**src/include/nfh_pkg.sv**
```systemverilog
// Constants and types shared by the NAND flash host controller.
// Assumes a single 200 MHz clock; all times are converted to cycles here.
package nfh_pkg;

	// ------------------------------------------------------------
	// Clock and pin timing
	// ------------------------------------------------------------
	localparam int CLK_PERIOD_PS = 5000;
	localparam int T_SETUP_NS    = 10; // Latch strobes settle before edge
	localparam int T_LOW_NS      = 25; // Write or read strobe low time
	localparam int T_HOLD_NS     = 20; // Strobe high time, values held
	localparam int T_BUSY_NS     = 100; // Wait before sampling ready/busy
	// Least times round up to whole cycles
	localparam int T_SETUP_CYC = (T_SETUP_NS * 1000 + CLK_PERIOD_PS - 1)
		/ CLK_PERIOD_PS;
	localparam int T_LOW_CYC   = (T_LOW_NS * 1000 + CLK_PERIOD_PS - 1)
		/ CLK_PERIOD_PS;
	localparam int T_HOLD_CYC  = (T_HOLD_NS * 1000 + CLK_PERIOD_PS - 1)
		/ CLK_PERIOD_PS;
	localparam int T_BUSY_CYC  = (T_BUSY_NS * 1000 + CLK_PERIOD_PS - 1)
		/ CLK_PERIOD_PS;
	localparam int TMR_W       = 8;

	// ------------------------------------------------------------
	// Command codes
	// ------------------------------------------------------------
	localparam logic [7:0] CMD_READ      = 8'h00;
	localparam logic [7:0] CMD_READ_GO   = 8'h30;
	localparam logic [7:0] CMD_READ_CB   = 8'h35;
	localparam logic [7:0] CMD_CACHE_RD  = 8'h31;
	localparam logic [7:0] CMD_CACHE_END = 8'h34;
	localparam logic [7:0] CMD_PROG      = 8'h80;
	localparam logic [7:0] CMD_PROG_GO   = 8'h10;
	localparam logic [7:0] CMD_CACHE_PG  = 8'h15;
	localparam logic [7:0] CMD_CB_PROG   = 8'h85;
	localparam logic [7:0] CMD_ERASE     = 8'h60;
	localparam logic [7:0] CMD_ERASE_GO  = 8'hd0;
	localparam logic [7:0] CMD_READ_ID   = 8'h90;
	localparam logic [7:0] CMD_RESET     = 8'hff;
	localparam logic [7:0] CMD_STATUS    = 8'h70;
	localparam logic [7:0] CMD_EXT_STAT  = 8'h72;
	localparam logic [7:0] CMD_RAND_OUT  = 8'h05;
	localparam logic [7:0] CMD_RAND_GO   = 8'he0;

	// ------------------------------------------------------------
	// Address cycles: index of first byte and count per operation
	// ------------------------------------------------------------
	localparam logic [2:0] ADDR_ZERO_IDX = 3'h5; // Selects a 00h byte
	localparam logic [2:0] ADDR_ROW_IDX  = 3'h2; // First block/row byte
	localparam logic [2:0] ADDR_FULL_CNT = 3'h5;
	localparam logic [2:0] ADDR_ROW_CNT  = 3'h3;
	localparam logic [2:0] ADDR_COL_CNT  = 3'h2;

	// ------------------------------------------------------------
	// Types
	// ------------------------------------------------------------
	typedef enum logic [3:0] {
		OP_READ       = 4'h0,
		OP_READ_CB    = 4'h1,
		OP_CACHE_RD   = 4'h2,
		OP_CACHE_END  = 4'h3,
		OP_PROG       = 4'h4,
		OP_CACHE_PROG = 4'h5,
		OP_CB_PROG    = 4'h6,
		OP_ERASE      = 4'h7,
		OP_READ_ID    = 4'h8,
		OP_RESET      = 4'h9,
		OP_STATUS     = 4'ha,
		OP_EXT_STAT   = 4'hb,
		OP_RAND_OUT   = 4'hc,
		OP_RAND_IN    = 4'hd
	} nfh_op_t;

	typedef struct packed {
		logic [7:0] cmd1;
		logic [7:0] cmd2;
		logic       hasCmd2;
		logic [2:0] addrFirst;
		logic [2:0] addrCnt;
		logic       dataIn;
		logic       waitBusy;
		logic       dataOut;
		logic       modify;
	} nfh_desc_t;

endpackage

```
**src/include/nfh_stream_if.sv**
```systemverilog
// Valid/ready word stream between the controller's own modules.
// Assumes source and sink share one clock.
`timescale 1ns/1ps
interface nfh_stream_if #(parameter int WIDTH = 16);
	logic             valid;
	logic             ready;
	logic [WIDTH-1:0] data;

	modport src (output valid, output data, input ready);
	modport snk (input valid, input data, output ready);
endinterface

```
**src/hw/nfh_fifo.sv**
```systemverilog
// Synchronous FIFO with registered ready on the filling side.
// Assumes one clock and a synchronous active-low reset.
`timescale 1ns/1ps
module nfh_fifo #(
	parameter int WIDTH = 16,
	parameter int DEPTH = 8
) (
	input  wire logic  mclk,
	input  wire logic  rst_n,
	nfh_stream_if.snk  inPort,
	nfh_stream_if.src  outPort
);
	localparam int AW = $clog2(DEPTH);

	logic [WIDTH-1:0] mem [DEPTH];
	logic [AW-1:0]    wrPtr_r, wrPtr_nxt;
	logic [AW-1:0]    rdPtr_r, rdPtr_nxt;
	logic [AW:0]      cnt_r, cnt_nxt;
	logic             inReady_r, inReady_nxt;
	logic             push;
	logic             pop;

	// ------------------------------------------------------------
	// Pointers and fill count
	// ------------------------------------------------------------
	// Ready is registered so the top sees a flop; it looks ahead one word
	always_comb begin
		push        = inPort.valid && inReady_r;
		pop         = outPort.ready && (cnt_r != '0);
		wrPtr_nxt   = push ? AW'((wrPtr_r + 1'b1) % DEPTH) : wrPtr_r;
		rdPtr_nxt   = pop ? AW'((rdPtr_r + 1'b1) % DEPTH) : rdPtr_r;
		cnt_nxt     = cnt_r + (AW+1)'(push) - (AW+1)'(pop);
		inReady_nxt = (cnt_nxt != (AW+1)'(DEPTH));
	end

	always_ff @(posedge mclk) begin
		if (!rst_n) begin
			wrPtr_r   <= '0;
			rdPtr_r   <= '0;
			cnt_r     <= '0;
			inReady_r <= 1'b0;
		end else begin
			wrPtr_r   <= wrPtr_nxt;
			rdPtr_r   <= rdPtr_nxt;
			cnt_r     <= cnt_nxt;
			inReady_r <= inReady_nxt;
		end
	end

	// Storage needs no reset; empty flag guards stale words
	always_ff @(posedge mclk) begin
		if (push) begin
			mem[wrPtr_r] <= inPort.data;
		end
	end

	assign inPort.ready  = inReady_r;
	assign outPort.valid = (cnt_r != '0);
	assign outPort.data  = mem[rdPtr_r];
endmodule // nfh_fifo

```
**src/hw/nfh_addr_map.sv**
```systemverilog
// Splits a linear flash address into the five address-cycle bytes.
// Assumes the organisation is fixed at build time by BUS16.
`timescale 1ns/1ps
module nfh_addr_map #(
	parameter bit BUS16 = 1'b0
) (
	input  wire logic [29:0] addr,
	output logic      [7:0]  cycleByte [6]
);
	// ------------------------------------------------------------
	// Byte layout per organisation
	// ------------------------------------------------------------
	// Unused high lines of each byte are forced low
	always_comb begin
		cycleByte[0] = addr[7:0];
		if (BUS16) begin
			cycleByte[1] = {5'h00, addr[10:8]};
			cycleByte[2] = addr[18:11];
			cycleByte[3] = addr[26:19];
			cycleByte[4] = {6'h00, addr[28:27]};
		end else begin
			cycleByte[1] = {4'h0, addr[11:8]};
			cycleByte[2] = addr[19:12];
			cycleByte[3] = addr[27:20];
			cycleByte[4] = {6'h00, addr[29:28]};
		end
		cycleByte[5] = 8'h00; // Read ID address byte
	end
endmodule // nfh_addr_map

```
**src/hw/nfh_host.sv**
```systemverilog
// Host-side controller that drives a NAND flash through its pins.
// Assumes synchronous pin inputs, one 200 MHz clock, external I/O pads.
//
// What this block does
// - Command: CE low, CLE high, ALE low.
// - Commands and addresses use I/O 7..0.
// - Address: CE low, ALE high, CLE low.
// - Full address is five cycles, 30 bits for x8, 29 bits for x16.
// - x8 address byte layout, unused lines low.
// - x16 address byte layout, unused lines low.
// - Reads: 00h then 30h, 35h, 31h; 34h exits.
// - Program: 80h/10h, 80h/15h, 85h/10h.
// - Data in: both latches low, protect high.
// - Data out per read strobe, latches low.
// - Erase: 60h, three block cycles, confirm.
`timescale 1ns/1ps
module nfh_host #(
	parameter bit BUS16 = 1'b0,
	parameter int LEN_W = 12,
	parameter int FIFO_DEPTH = 8
) (
	input  wire logic                  mclk,
	input  wire logic                  rst_n,
	input  wire logic                  reqValid,
	input  wire nfh_pkg::nfh_op_t      reqOp,
	input  wire logic [29:0]           reqAddr,
	input  wire logic [LEN_W-1:0]      reqLen,
	output logic                       reqReady,
	output logic                       done,
	input  wire logic                  wrValid,
	input  wire logic [15:0]           wrData,
	output logic                       wrReady,
	output logic                       rdValid,
	output logic [15:0]                rdData,
	output logic                       ceN,
	output logic                       cmdLatch,
	output logic                       addrLatch,
	output logic                       weN,
	output logic                       readStrobeN,
	output logic                       wpN,
	output logic [15:0]                ioOut,
	output logic                       ioOeN,
	input  wire logic [15:0]           ioIn,
	input  wire logic                  readyBusyN
);
	localparam int TW = nfh_pkg::TMR_W;
	localparam logic [TW-1:0] SET_LD  = TW'(nfh_pkg::T_SETUP_CYC - 1);
	localparam logic [TW-1:0] LOW_LD  = TW'(nfh_pkg::T_LOW_CYC - 1);
	localparam logic [TW-1:0] HOLD_LD = TW'(nfh_pkg::T_HOLD_CYC - 1);
	localparam logic [TW-1:0] BUSY_LD = TW'(nfh_pkg::T_BUSY_CYC - 1);

	typedef enum logic [2:0] {
		S_IDLE   = 3'h0,
		S_CMD1   = 3'h1,
		S_ADDR   = 3'h2,
		S_DIN    = 3'h3,
		S_CMD2   = 3'h4,
		S_WBUSY  = 3'h5,
		S_DOUT   = 3'h6,
		S_FINISH = 3'h7
	} nfh_st_t;

	typedef enum logic [1:0] {
		PH_SET  = 2'h0,
		PH_LOW  = 2'h1,
		PH_HOLD = 2'h2
	} nfh_ph_t;

	// ------------------------------------------------------------
	// Operation decoding
	// ------------------------------------------------------------
	function automatic nfh_pkg::nfh_desc_t nfh_decode(
		input nfh_pkg::nfh_op_t op, input logic [1:0] ext);
		nfh_pkg::nfh_desc_t d;
		d = '0;
		d.addrFirst = '0;
		d.addrCnt   = nfh_pkg::ADDR_FULL_CNT;
		case (op)
			nfh_pkg::OP_READ: begin
				d.cmd1 = nfh_pkg::CMD_READ;
				d.cmd2 = nfh_pkg::CMD_READ_GO;
				d.hasCmd2 = 1'b1; d.waitBusy = 1'b1; d.dataOut = 1'b1;
			end
			nfh_pkg::OP_READ_CB: begin
				d.cmd1 = nfh_pkg::CMD_READ;
				d.cmd2 = nfh_pkg::CMD_READ_CB;
				d.hasCmd2 = 1'b1; d.waitBusy = 1'b1;
			end
			nfh_pkg::OP_CACHE_RD: begin
				d.cmd1 = nfh_pkg::CMD_READ;
				d.cmd2 = nfh_pkg::CMD_CACHE_RD;
				d.hasCmd2 = 1'b1; d.waitBusy = 1'b1; d.dataOut = 1'b1;
			end
			nfh_pkg::OP_CACHE_END: begin
				d.cmd1 = nfh_pkg::CMD_CACHE_END;
				d.addrCnt = '0; d.waitBusy = 1'b1;
			end
			nfh_pkg::OP_PROG, nfh_pkg::OP_CACHE_PROG: begin
				d.cmd1 = nfh_pkg::CMD_PROG;
				d.cmd2 = (op == nfh_pkg::OP_PROG) ? nfh_pkg::CMD_PROG_GO
					: nfh_pkg::CMD_CACHE_PG;
				d.hasCmd2 = 1'b1; d.dataIn = 1'b1;
				d.waitBusy = 1'b1; d.modify = 1'b1;
			end
			nfh_pkg::OP_CB_PROG: begin
				d.cmd1 = nfh_pkg::CMD_CB_PROG;
				d.cmd2 = nfh_pkg::CMD_PROG_GO;
				d.hasCmd2 = 1'b1; d.dataIn = 1'b1;
				d.waitBusy = 1'b1; d.modify = 1'b1;
			end
			nfh_pkg::OP_ERASE: begin
				d.cmd1 = nfh_pkg::CMD_ERASE;
				d.cmd2 = nfh_pkg::CMD_ERASE_GO;
				d.addrFirst = nfh_pkg::ADDR_ROW_IDX;
				d.addrCnt = nfh_pkg::ADDR_ROW_CNT;
				d.hasCmd2 = 1'b1; d.waitBusy = 1'b1; d.modify = 1'b1;
			end
			nfh_pkg::OP_READ_ID: begin
				d.cmd1 = nfh_pkg::CMD_READ_ID;
				d.addrFirst = nfh_pkg::ADDR_ZERO_IDX;
				d.addrCnt = 3'h1; d.dataOut = 1'b1;
			end
			nfh_pkg::OP_RESET: begin
				d.cmd1 = nfh_pkg::CMD_RESET;
				d.addrCnt = '0; d.waitBusy = 1'b1;
			end
			nfh_pkg::OP_STATUS, nfh_pkg::OP_EXT_STAT: begin
				d.cmd1 = (op == nfh_pkg::OP_STATUS) ? nfh_pkg::CMD_STATUS
					: nfh_pkg::CMD_EXT_STAT + {6'h00, ext};
				d.addrCnt = '0; d.dataOut = 1'b1;
			end
			nfh_pkg::OP_RAND_OUT: begin
				d.cmd1 = nfh_pkg::CMD_RAND_OUT;
				d.cmd2 = nfh_pkg::CMD_RAND_GO;
				d.addrCnt = nfh_pkg::ADDR_COL_CNT;
				d.hasCmd2 = 1'b1; d.dataOut = 1'b1;
			end
			nfh_pkg::OP_RAND_IN: begin
				d.cmd1 = nfh_pkg::CMD_CB_PROG;
				d.addrCnt = nfh_pkg::ADDR_COL_CNT;
				d.dataIn = 1'b1; d.modify = 1'b1;
			end
			default: d.addrCnt = '0;
		endcase
		return d;
	endfunction

	// Stages always run in this order; skip those the operation lacks
	function automatic nfh_st_t nfh_next(input nfh_st_t s,
		input nfh_pkg::nfh_desc_t d, input logic haveLen);
		if (s == S_CMD1 && d.addrCnt != '0)
			return S_ADDR;
		if (s <= S_ADDR && d.dataIn && haveLen)
			return S_DIN;
		if (s <= S_DIN && d.hasCmd2)
			return S_CMD2;
		if (s <= S_CMD2 && d.waitBusy)
			return S_WBUSY;
		if (s <= S_WBUSY && d.dataOut && haveLen)
			return S_DOUT;
		return S_FINISH;
	endfunction

	// ------------------------------------------------------------
	// Write data buffer and address bytes
	// ------------------------------------------------------------
	nfh_stream_if #(.WIDTH(16)) wrIn ();
	nfh_stream_if #(.WIDTH(16)) wrOut ();

	assign wrIn.valid = wrValid;
	assign wrIn.data  = wrData;
	assign wrReady    = wrIn.ready;

	nfh_fifo #(.WIDTH(16), .DEPTH(FIFO_DEPTH)) u_fifo (
		.mclk    (mclk),
		.rst_n   (rst_n),
		.inPort  (wrIn.snk),
		.outPort (wrOut.src)
	);

	logic [29:0] addr_r, addr_nxt;
	logic [7:0]  cycleByte [6];

	nfh_addr_map #(.BUS16(BUS16)) u_map (
		.addr      (addr_r),
		.cycleByte (cycleByte)
	);

	// ------------------------------------------------------------
	// Sequencer and pin state
	// ------------------------------------------------------------
	nfh_st_t            st_r, st_nxt, goSt;
	nfh_ph_t            ph_r, ph_nxt;
	nfh_pkg::nfh_desc_t desc_r, desc_nxt;
	logic [TW-1:0]      tmr_r, tmr_nxt;
	logic [2:0]         aIdx_r, aIdx_nxt, aLeft_r, aLeft_nxt;
	logic [LEN_W-1:0]   cnt_r, cnt_nxt;
	logic               haveLen_r, haveLen_nxt;
	logic               enter;
	logic               ceN_r, ceN_nxt, cle_r, cle_nxt, ale_r, ale_nxt;
	logic               weN_r, weN_nxt, reN_r, reN_nxt, wpN_r, wpN_nxt;
	logic [15:0]        io_r, io_nxt, rdData_r, rdData_nxt;
	logic               oeN_r, oeN_nxt, rdValid_r, rdValid_nxt;
	logic               done_r, done_nxt, reqReady_r, reqReady_nxt;

	always_comb begin
		st_nxt = st_r; ph_nxt = ph_r; desc_nxt = desc_r; tmr_nxt = tmr_r;
		aIdx_nxt = aIdx_r; aLeft_nxt = aLeft_r; cnt_nxt = cnt_r;
		haveLen_nxt = haveLen_r; addr_nxt = addr_r;
		ceN_nxt = ceN_r; cle_nxt = cle_r; ale_nxt = ale_r;
		weN_nxt = weN_r; reN_nxt = reN_r; wpN_nxt = wpN_r;
		io_nxt = io_r; oeN_nxt = oeN_r; rdData_nxt = rdData_r;
		rdValid_nxt = 1'b0; done_nxt = 1'b0; reqReady_nxt = reqReady_r;
		wrOut.ready = 1'b0;
		enter = 1'b0;
		goSt = S_FINISH;
		case (st_r)
			S_IDLE: begin
				// Ready again once idle, after reset or a finish
				reqReady_nxt = 1'b1;
				// New work only when nothing is in flight
				if (reqValid && reqReady_r) begin
					desc_nxt    = nfh_decode(reqOp, reqAddr[1:0]);
					addr_nxt    = reqAddr;
					cnt_nxt     = reqLen;
					haveLen_nxt = (reqLen != '0);
					aIdx_nxt    = desc_nxt.addrFirst;
					aLeft_nxt   = desc_nxt.addrCnt;
					reqReady_nxt = 1'b0;
					ceN_nxt     = 1'b0;
					// Unprotect only for program or erase
					wpN_nxt     = desc_nxt.modify;
					cle_nxt     = 1'b1;
					io_nxt      = {8'h00, desc_nxt.cmd1};
					oeN_nxt     = 1'b0;
					ph_nxt      = PH_SET;
					tmr_nxt     = SET_LD;
					st_nxt      = S_CMD1;
				end
			end
			S_CMD1, S_ADDR, S_CMD2, S_DIN, S_DOUT: begin
				if (tmr_r != '0) begin
					tmr_nxt = tmr_r - 1'b1;
				end else begin
					case (ph_r)
						PH_SET: begin
							if (st_r == S_DOUT) begin
								reN_nxt = 1'b0;
								ph_nxt = PH_LOW;
								tmr_nxt = LOW_LD;
							end else if (st_r != S_DIN || wrOut.valid) begin
								// Stall here while the buffer is empty
								if (st_r == S_DIN) begin
									wrOut.ready = 1'b1;
									io_nxt = BUS16 ? wrOut.data
										: {8'h00, wrOut.data[7:0]};
								end
								weN_nxt = 1'b0;
								ph_nxt = PH_LOW;
								tmr_nxt = LOW_LD;
							end
						end
						PH_LOW: begin
							// Capture on the last low cycle
							if (st_r == S_DOUT) begin
								rdData_nxt = BUS16 ? ioIn : {8'h00, ioIn[7:0]};
								rdValid_nxt = 1'b1;
								reN_nxt = 1'b1;
							end else begin
								weN_nxt = 1'b1;      // Rising edge latches
							end
							ph_nxt = PH_HOLD;
							tmr_nxt = HOLD_LD;
						end
						PH_HOLD: begin
							enter = 1'b1;
							if (st_r == S_ADDR && aLeft_r > 3'h1) begin
								goSt = S_ADDR;
								aIdx_nxt = aIdx_r + 1'b1;
								aLeft_nxt = aLeft_r - 1'b1;
							end else if ((st_r == S_DIN || st_r == S_DOUT)
								&& cnt_r > LEN_W'(1)) begin
								goSt = st_r;
								cnt_nxt = cnt_r - 1'b1;
							end else begin
								goSt = nfh_next(st_r, desc_r, haveLen_r);
							end
						end
						default: ph_nxt = PH_SET;
					endcase
				end
			end
			S_WBUSY: begin
				// Give the device time to pull ready/busy low
				if (tmr_r != '0) begin
					tmr_nxt = tmr_r - 1'b1;
				end else if (readyBusyN) begin
					enter = 1'b1;
					goSt = nfh_next(S_WBUSY, desc_r, haveLen_r);
				end
			end
			S_FINISH: begin
				// Deselect, protect and release the bus
				ceN_nxt = 1'b1;
				wpN_nxt = 1'b0;
				cle_nxt = 1'b0;
				ale_nxt = 1'b0;
				oeN_nxt = 1'b1;
				done_nxt = 1'b1;
				reqReady_nxt = 1'b1;
				st_nxt = S_IDLE;
			end
			default: st_nxt = S_FINISH;
		endcase

		// Set up latch strobes and bus for the next stage
		if (enter) begin
			st_nxt  = goSt;
			ph_nxt  = PH_SET;
			tmr_nxt = (goSt == S_WBUSY) ? BUSY_LD : SET_LD;
			cle_nxt = (goSt == S_CMD2);
			ale_nxt = (goSt == S_ADDR);
			oeN_nxt = !(goSt == S_ADDR || goSt == S_CMD2 || goSt == S_DIN);
			if (goSt == S_CMD2)
				io_nxt = {8'h00, desc_r.cmd2};
			else if (goSt == S_ADDR)
				io_nxt = {8'h00, cycleByte[aIdx_nxt]};
			else if (goSt != S_DIN)
				io_nxt = 16'h0000;
		end
	end

	// Registers only; reset leaves the device deselected and protected
	always_ff @(posedge mclk) begin
		if (!rst_n) begin
			st_r <= S_IDLE; ph_r <= PH_SET; desc_r <= '0; tmr_r <= '0;
			aIdx_r <= '0; aLeft_r <= '0; cnt_r <= '0; haveLen_r <= 1'b0;
			addr_r <= '0;
			ceN_r <= 1'b1; cle_r <= 1'b0; ale_r <= 1'b0;
			weN_r <= 1'b1; reN_r <= 1'b1;
			wpN_r <= 1'b0;
			io_r <= 16'h0000; oeN_r <= 1'b1; rdData_r <= 16'h0000;
			rdValid_r <= 1'b0; done_r <= 1'b0; reqReady_r <= 1'b0;
		end else begin
			st_r <= st_nxt; ph_r <= ph_nxt; desc_r <= desc_nxt;
			tmr_r <= tmr_nxt; aIdx_r <= aIdx_nxt; aLeft_r <= aLeft_nxt;
			cnt_r <= cnt_nxt; haveLen_r <= haveLen_nxt; addr_r <= addr_nxt;
			ceN_r <= ceN_nxt; cle_r <= cle_nxt; ale_r <= ale_nxt;
			weN_r <= weN_nxt; reN_r <= reN_nxt; wpN_r <= wpN_nxt;
			io_r <= io_nxt; oeN_r <= oeN_nxt; rdData_r <= rdData_nxt;
			rdValid_r <= rdValid_nxt; done_r <= done_nxt;
			reqReady_r <= reqReady_nxt;
		end
	end

	// ------------------------------------------------------------
	// Outputs, all straight from flops
	// ------------------------------------------------------------
	// Strobe widths are whole multi-cycle phases, never 5 ns slivers
	assign ceN         = ceN_r;
	assign cmdLatch    = cle_r;
	assign addrLatch   = ale_r;
	assign weN         = weN_r;
	assign readStrobeN = reN_r;
	assign wpN         = wpN_r;
	assign ioOut       = io_r;
	assign ioOeN       = oeN_r;
	assign rdData      = rdData_r;
	assign rdValid     = rdValid_r;
	assign done        = done_r;
	assign reqReady    = reqReady_r;
endmodule // nfh_host

```
**config.mk**
```make
export PLATFORM = sky130hd
export DESIGN_NAME = nfh_host
export DESIGN_NICKNAME = d
export VERILOG_FILES = /design/src/include/nfh_pkg.sv /design/src/include/nfh_stream_if.sv /design/src/hw/nfh_fifo.sv /design/src/hw/nfh_addr_map.sv /design/src/hw/nfh_host.sv
export SDC_FILE = /design/constraint.sdc
export NUM_CORES = 1
export LEC_CHECK = 0
export BUFFER_PORTS_ARGS = -buffer_cell sky130_fd_sc_hd__buf_4
export CAP_MARGIN = 30
export CORE_UTILIZATION = 45
export DETAILED_ROUTE_END_ITERATION = 12
export GPL_ROUTABILITY_DRIVEN = 0
export PLACE_DENSITY = 0.65
export SETUP_SLACK_MARGIN = 0.05
export SLEW_MARGIN = 20
export SYNTH_ARGS = -nofsm -noshare
export SYNTH_HDL_FRONTEND = slang
export SYNTH_SLANG_ARGS = --single-unit
```
**constraint.sdc**
```tcl
create_clock -name mclk -period 6.05 [get_ports mclk]
set_clock_uncertainty 0.05 [all_clocks]
set_input_delay 1.21 -clock mclk [delete_from_list [all_inputs] [get_ports mclk]]
set_output_delay 1.21 -clock mclk [all_outputs]
set_load 0.02 [all_outputs]
```
==> summary.txt <==
CP endpoint kind -> flip-flop
GR Layer Usage met2 -> 34.2%
DP Wirelength -> 14.2 mm
GR peak layer -> met2
Max-Cap Viols -> 0
Mapped Cells -> 891
Critical-path top delay cell -> nor3_2
largest net degree at the start of global routing -> 86
Initial Util -> 46.1%
Die Span X -> 141 µm
Yosys cell types -> 79
# IOs -> 126
commonest non-fill, non-tap cell in the layout -> nand2_1
total CTS buffers -> 17
Power Density -> 292 nW/µm²
Post-synth top flop -> dfxtp_1
fin nets -> 1063
Leakage -> 3.79 nW
min-delay src -> addr_r[1]$_SDFFE_PN0P_
CTS-repair resized insts -> 0
Buffers on Ports -> 101
diode count -> 0
grt met1 use -> 29.6%
Routed WL -> 21.0 mm
CTS tree -> done
crit path from -> tmr_r[0]$_SDFFE_PN0P_
met3 Resource Use GR -> 5.06%
Die ar. -> 19800 µm²
clock slew at reported path FFs -> 0.07 ns
Synth Cell Area -> 8680 µm²
design area -> 10200 µm²
drt pass-1 iters -> 4
Period Utilization, post-route -> 65.8%
Worst VDD drop -> 0.204 mV
Wirelength per Cell -> 16.9 µm
GR Overflow Total -> 0
top cell type's share of synthesized area -> 28.2%
CTS sink cnt -> 186
asr flop ratio synth -> 0%
Rows -> 50
#FFs+latches synth -> 186
YS warnings -> 0
Util after Layout -> 54.2%
Vias/cell -> 5.49
Placed Area -> 9600 µm²
Worst R2R Start -> tmr_r[0]$_SDFFE_PN0P_
layout cell share with drive strength beyond 1 -> 20.2%
# setup viols final -> 0
H-tree depth -> 4
Buf+Inv Stages, Crit Path -> 3
Rel. slew slack -> 37.4%
Die H -> 141 µm
Setup Buffers After CTS -> 0
delay-heaviest family, CP -> simple AND/OR/NAND/NOR gates
CTS Hold Bufs -> 0
unrepaired setup endpoints after global routing -> no
crit start category -> flip-flop
DR vias -> 6805
CTS root buffer -> clkbuf_16
crit path cell chain -> inv_1 > ha_1 > or4b_4 > or4_4 > nor3_2 > ha_1 > inv_1 > ha_1 > inv_1 > fa_1 > xnor2_1 > nor4b_1 > nor2_1
CP Max Fanout -> 10
pre-CTS setup slack -> 2.09 ns
drt drc -> 0
setup TNS -> 0 ns
biggest area consumer among synthesized cells -> dfxtp_1
Worst Hold Class -> reg2reg
fmax -> 251 MHz
vias in the first global route -> 6320
average cell area after synthesis -> 9.74 µm²
slew at the pin closest to its max-slew limit -> 0.939 ns
clk buf depth -> 2
final setup margin -> 2.07 ns
status -> finished, final reports clean
final hold violation count -> 0
initial antenna violation count -> 0
worst endpoint required time -> 6.29 ns
Antenna Nets Post-Route -> 0
final slew viol count -> 0
GRT Total Usage -> 21.7%
ranking of synthesized cells by area -> dfxtp_1 28%, edfxtp_1 22%, nand2_1 5.3%
Clock Latency Late Sink -> 0.45 ns
commonest cells after routing, fill and taps aside -> 123 x nand2_1, 122 x dfxtp_1, 110 x buf_4, 92 x nor2_1, 78 x a21oi_1
Crit Path Class -> reg2reg
slowest stage delay, CP -> 0.63 ns
EDFF count, synth -> 64
Layout area overhead -> 17.7%
Seq/Total Area, Yosys -> 50.3%
DR iter-0 viols -> 552
worst hold slack -> 0.405 ns
Period minus WS final -> 3.98 ns
core area -> 18800 µm²
WP data arrival -> 4.23 ns
first-pass GRT wire length -> 33.4 mm
-- power breakdown --
part,total [mW],switching (mW),internal (mW),leakage [nW]
Sequential,1.40,0.0447,1.35,1.57
Combinational,0.440,0.261,0.178,1.92
Clock,1.15,0.550,0.597,0.299
-- area by class of cell --
cell class	instances	area (µm²)
flip-flops and latches	186	4360
clock inverters	15	188
repair buffers	113	853
inverters	23	86.3
multi-input cells	625	3970
fillers	1721	8620
clock buffers	17	425
well taps	260	325
-- tightest hold or removal path: stages, from the launching register on --
cell and delay, ns:
dfxtp_1 0.31, nand2_1 0.05, a21oi_1 0.05
-- cells in the mapped netlist (4+ instances only) --
cell       instances
a22oi_1            9
a21oi_1           78
o21ai_1            4
o21ai_0           33
ha_1              13
clkbuf_1          42
nor2b_1            6
nand2b_1          11
o21a_1             4
mux2_2             9
nand3_1           15
or3_1              4
mux2i_1           21
a31oi_1           11
nor4_1            10
a21o_1             5
a2bb2oi_1          6
xor2_1             8
buf_4              8
inv_1             23
mux4_2            16
edfxtp_1          64
nand4_1            5
o221a_2            4
buf_1              7
nor2_1            93
a221oi_1           4
nand2_1          123
dfxtp_1          122
nand3b_1           4
o211ai_1           9
o211a_1            5
buf_2              4
and2_1            13
nor3_1            28
-- metrics by stage --
stage	total power [mW]	cells
after floorplan	1.73	898
after global placement	1.86	1204
after detailed placement	1.86	1207
after CTS	3.00	1239
after global routing	3.12	1239
final	2.99	1239
-- final timing paths --
check / end / slack, ns / cells past startpoint
worst max-delay path: u_fifo.inPort.ready$_SDFF_PN0_ / 2.07 / 13
worst min-delay path: addr_r[1]$_SDFFE_PN0P_ / 0.41 / 2
worst max register to register: u_fifo.inPort.ready$_SDFF_PN0_ / 2.07 / 13
worst min register to register: addr_r[1]$_SDFFE_PN0P_ / 0.41 / 2
-- logic make-up (layout without fill, tap and decap cells) --
group           count (synthesis)  in the layout  synth area share (%)
buf+inv                        87            168                  4.53
simple gates                  340            340                  18.7
compound gates                205            205                  15.3
other cells                     1              8                0.0432
xor+xnor                       11             11                  1.11
fa+ha+maj                      14             14                  2.11
mux                            47             47                  7.87
flops                         186            186                  50.3
-- registers in the layout, summed over array words and instances, names as in the netlist, 2 cells and up, named ones only --
name and count:
ph_r 2, u_fifo.cnt_r 4, desc_r 12, ioOut 16
tmr_r 8, aIdx_r 3, u_fifo.wrPtr_r 3, aLeft_r 3
st_r 3, cnt_r 12, addr_r 30, u_fifo.rdPtr_r 3
u_fifo.mem 64, rdData 8
-- metal layers --
| metal | share of wire (%) | routed length (µm) | vias up |
|---|---|---|---|
| met5 | 0 | 0 | - |
| li1 | - | - | 3338 |
| met1 | 47 | 9800 | 3254 |
| met3 | 5.0 | 1040 | 28 |
| met2 | 47 | 9770 | 185 |
| met4 | 1.7 | 365 | 0 |
(Power assumes the default switching activity.)
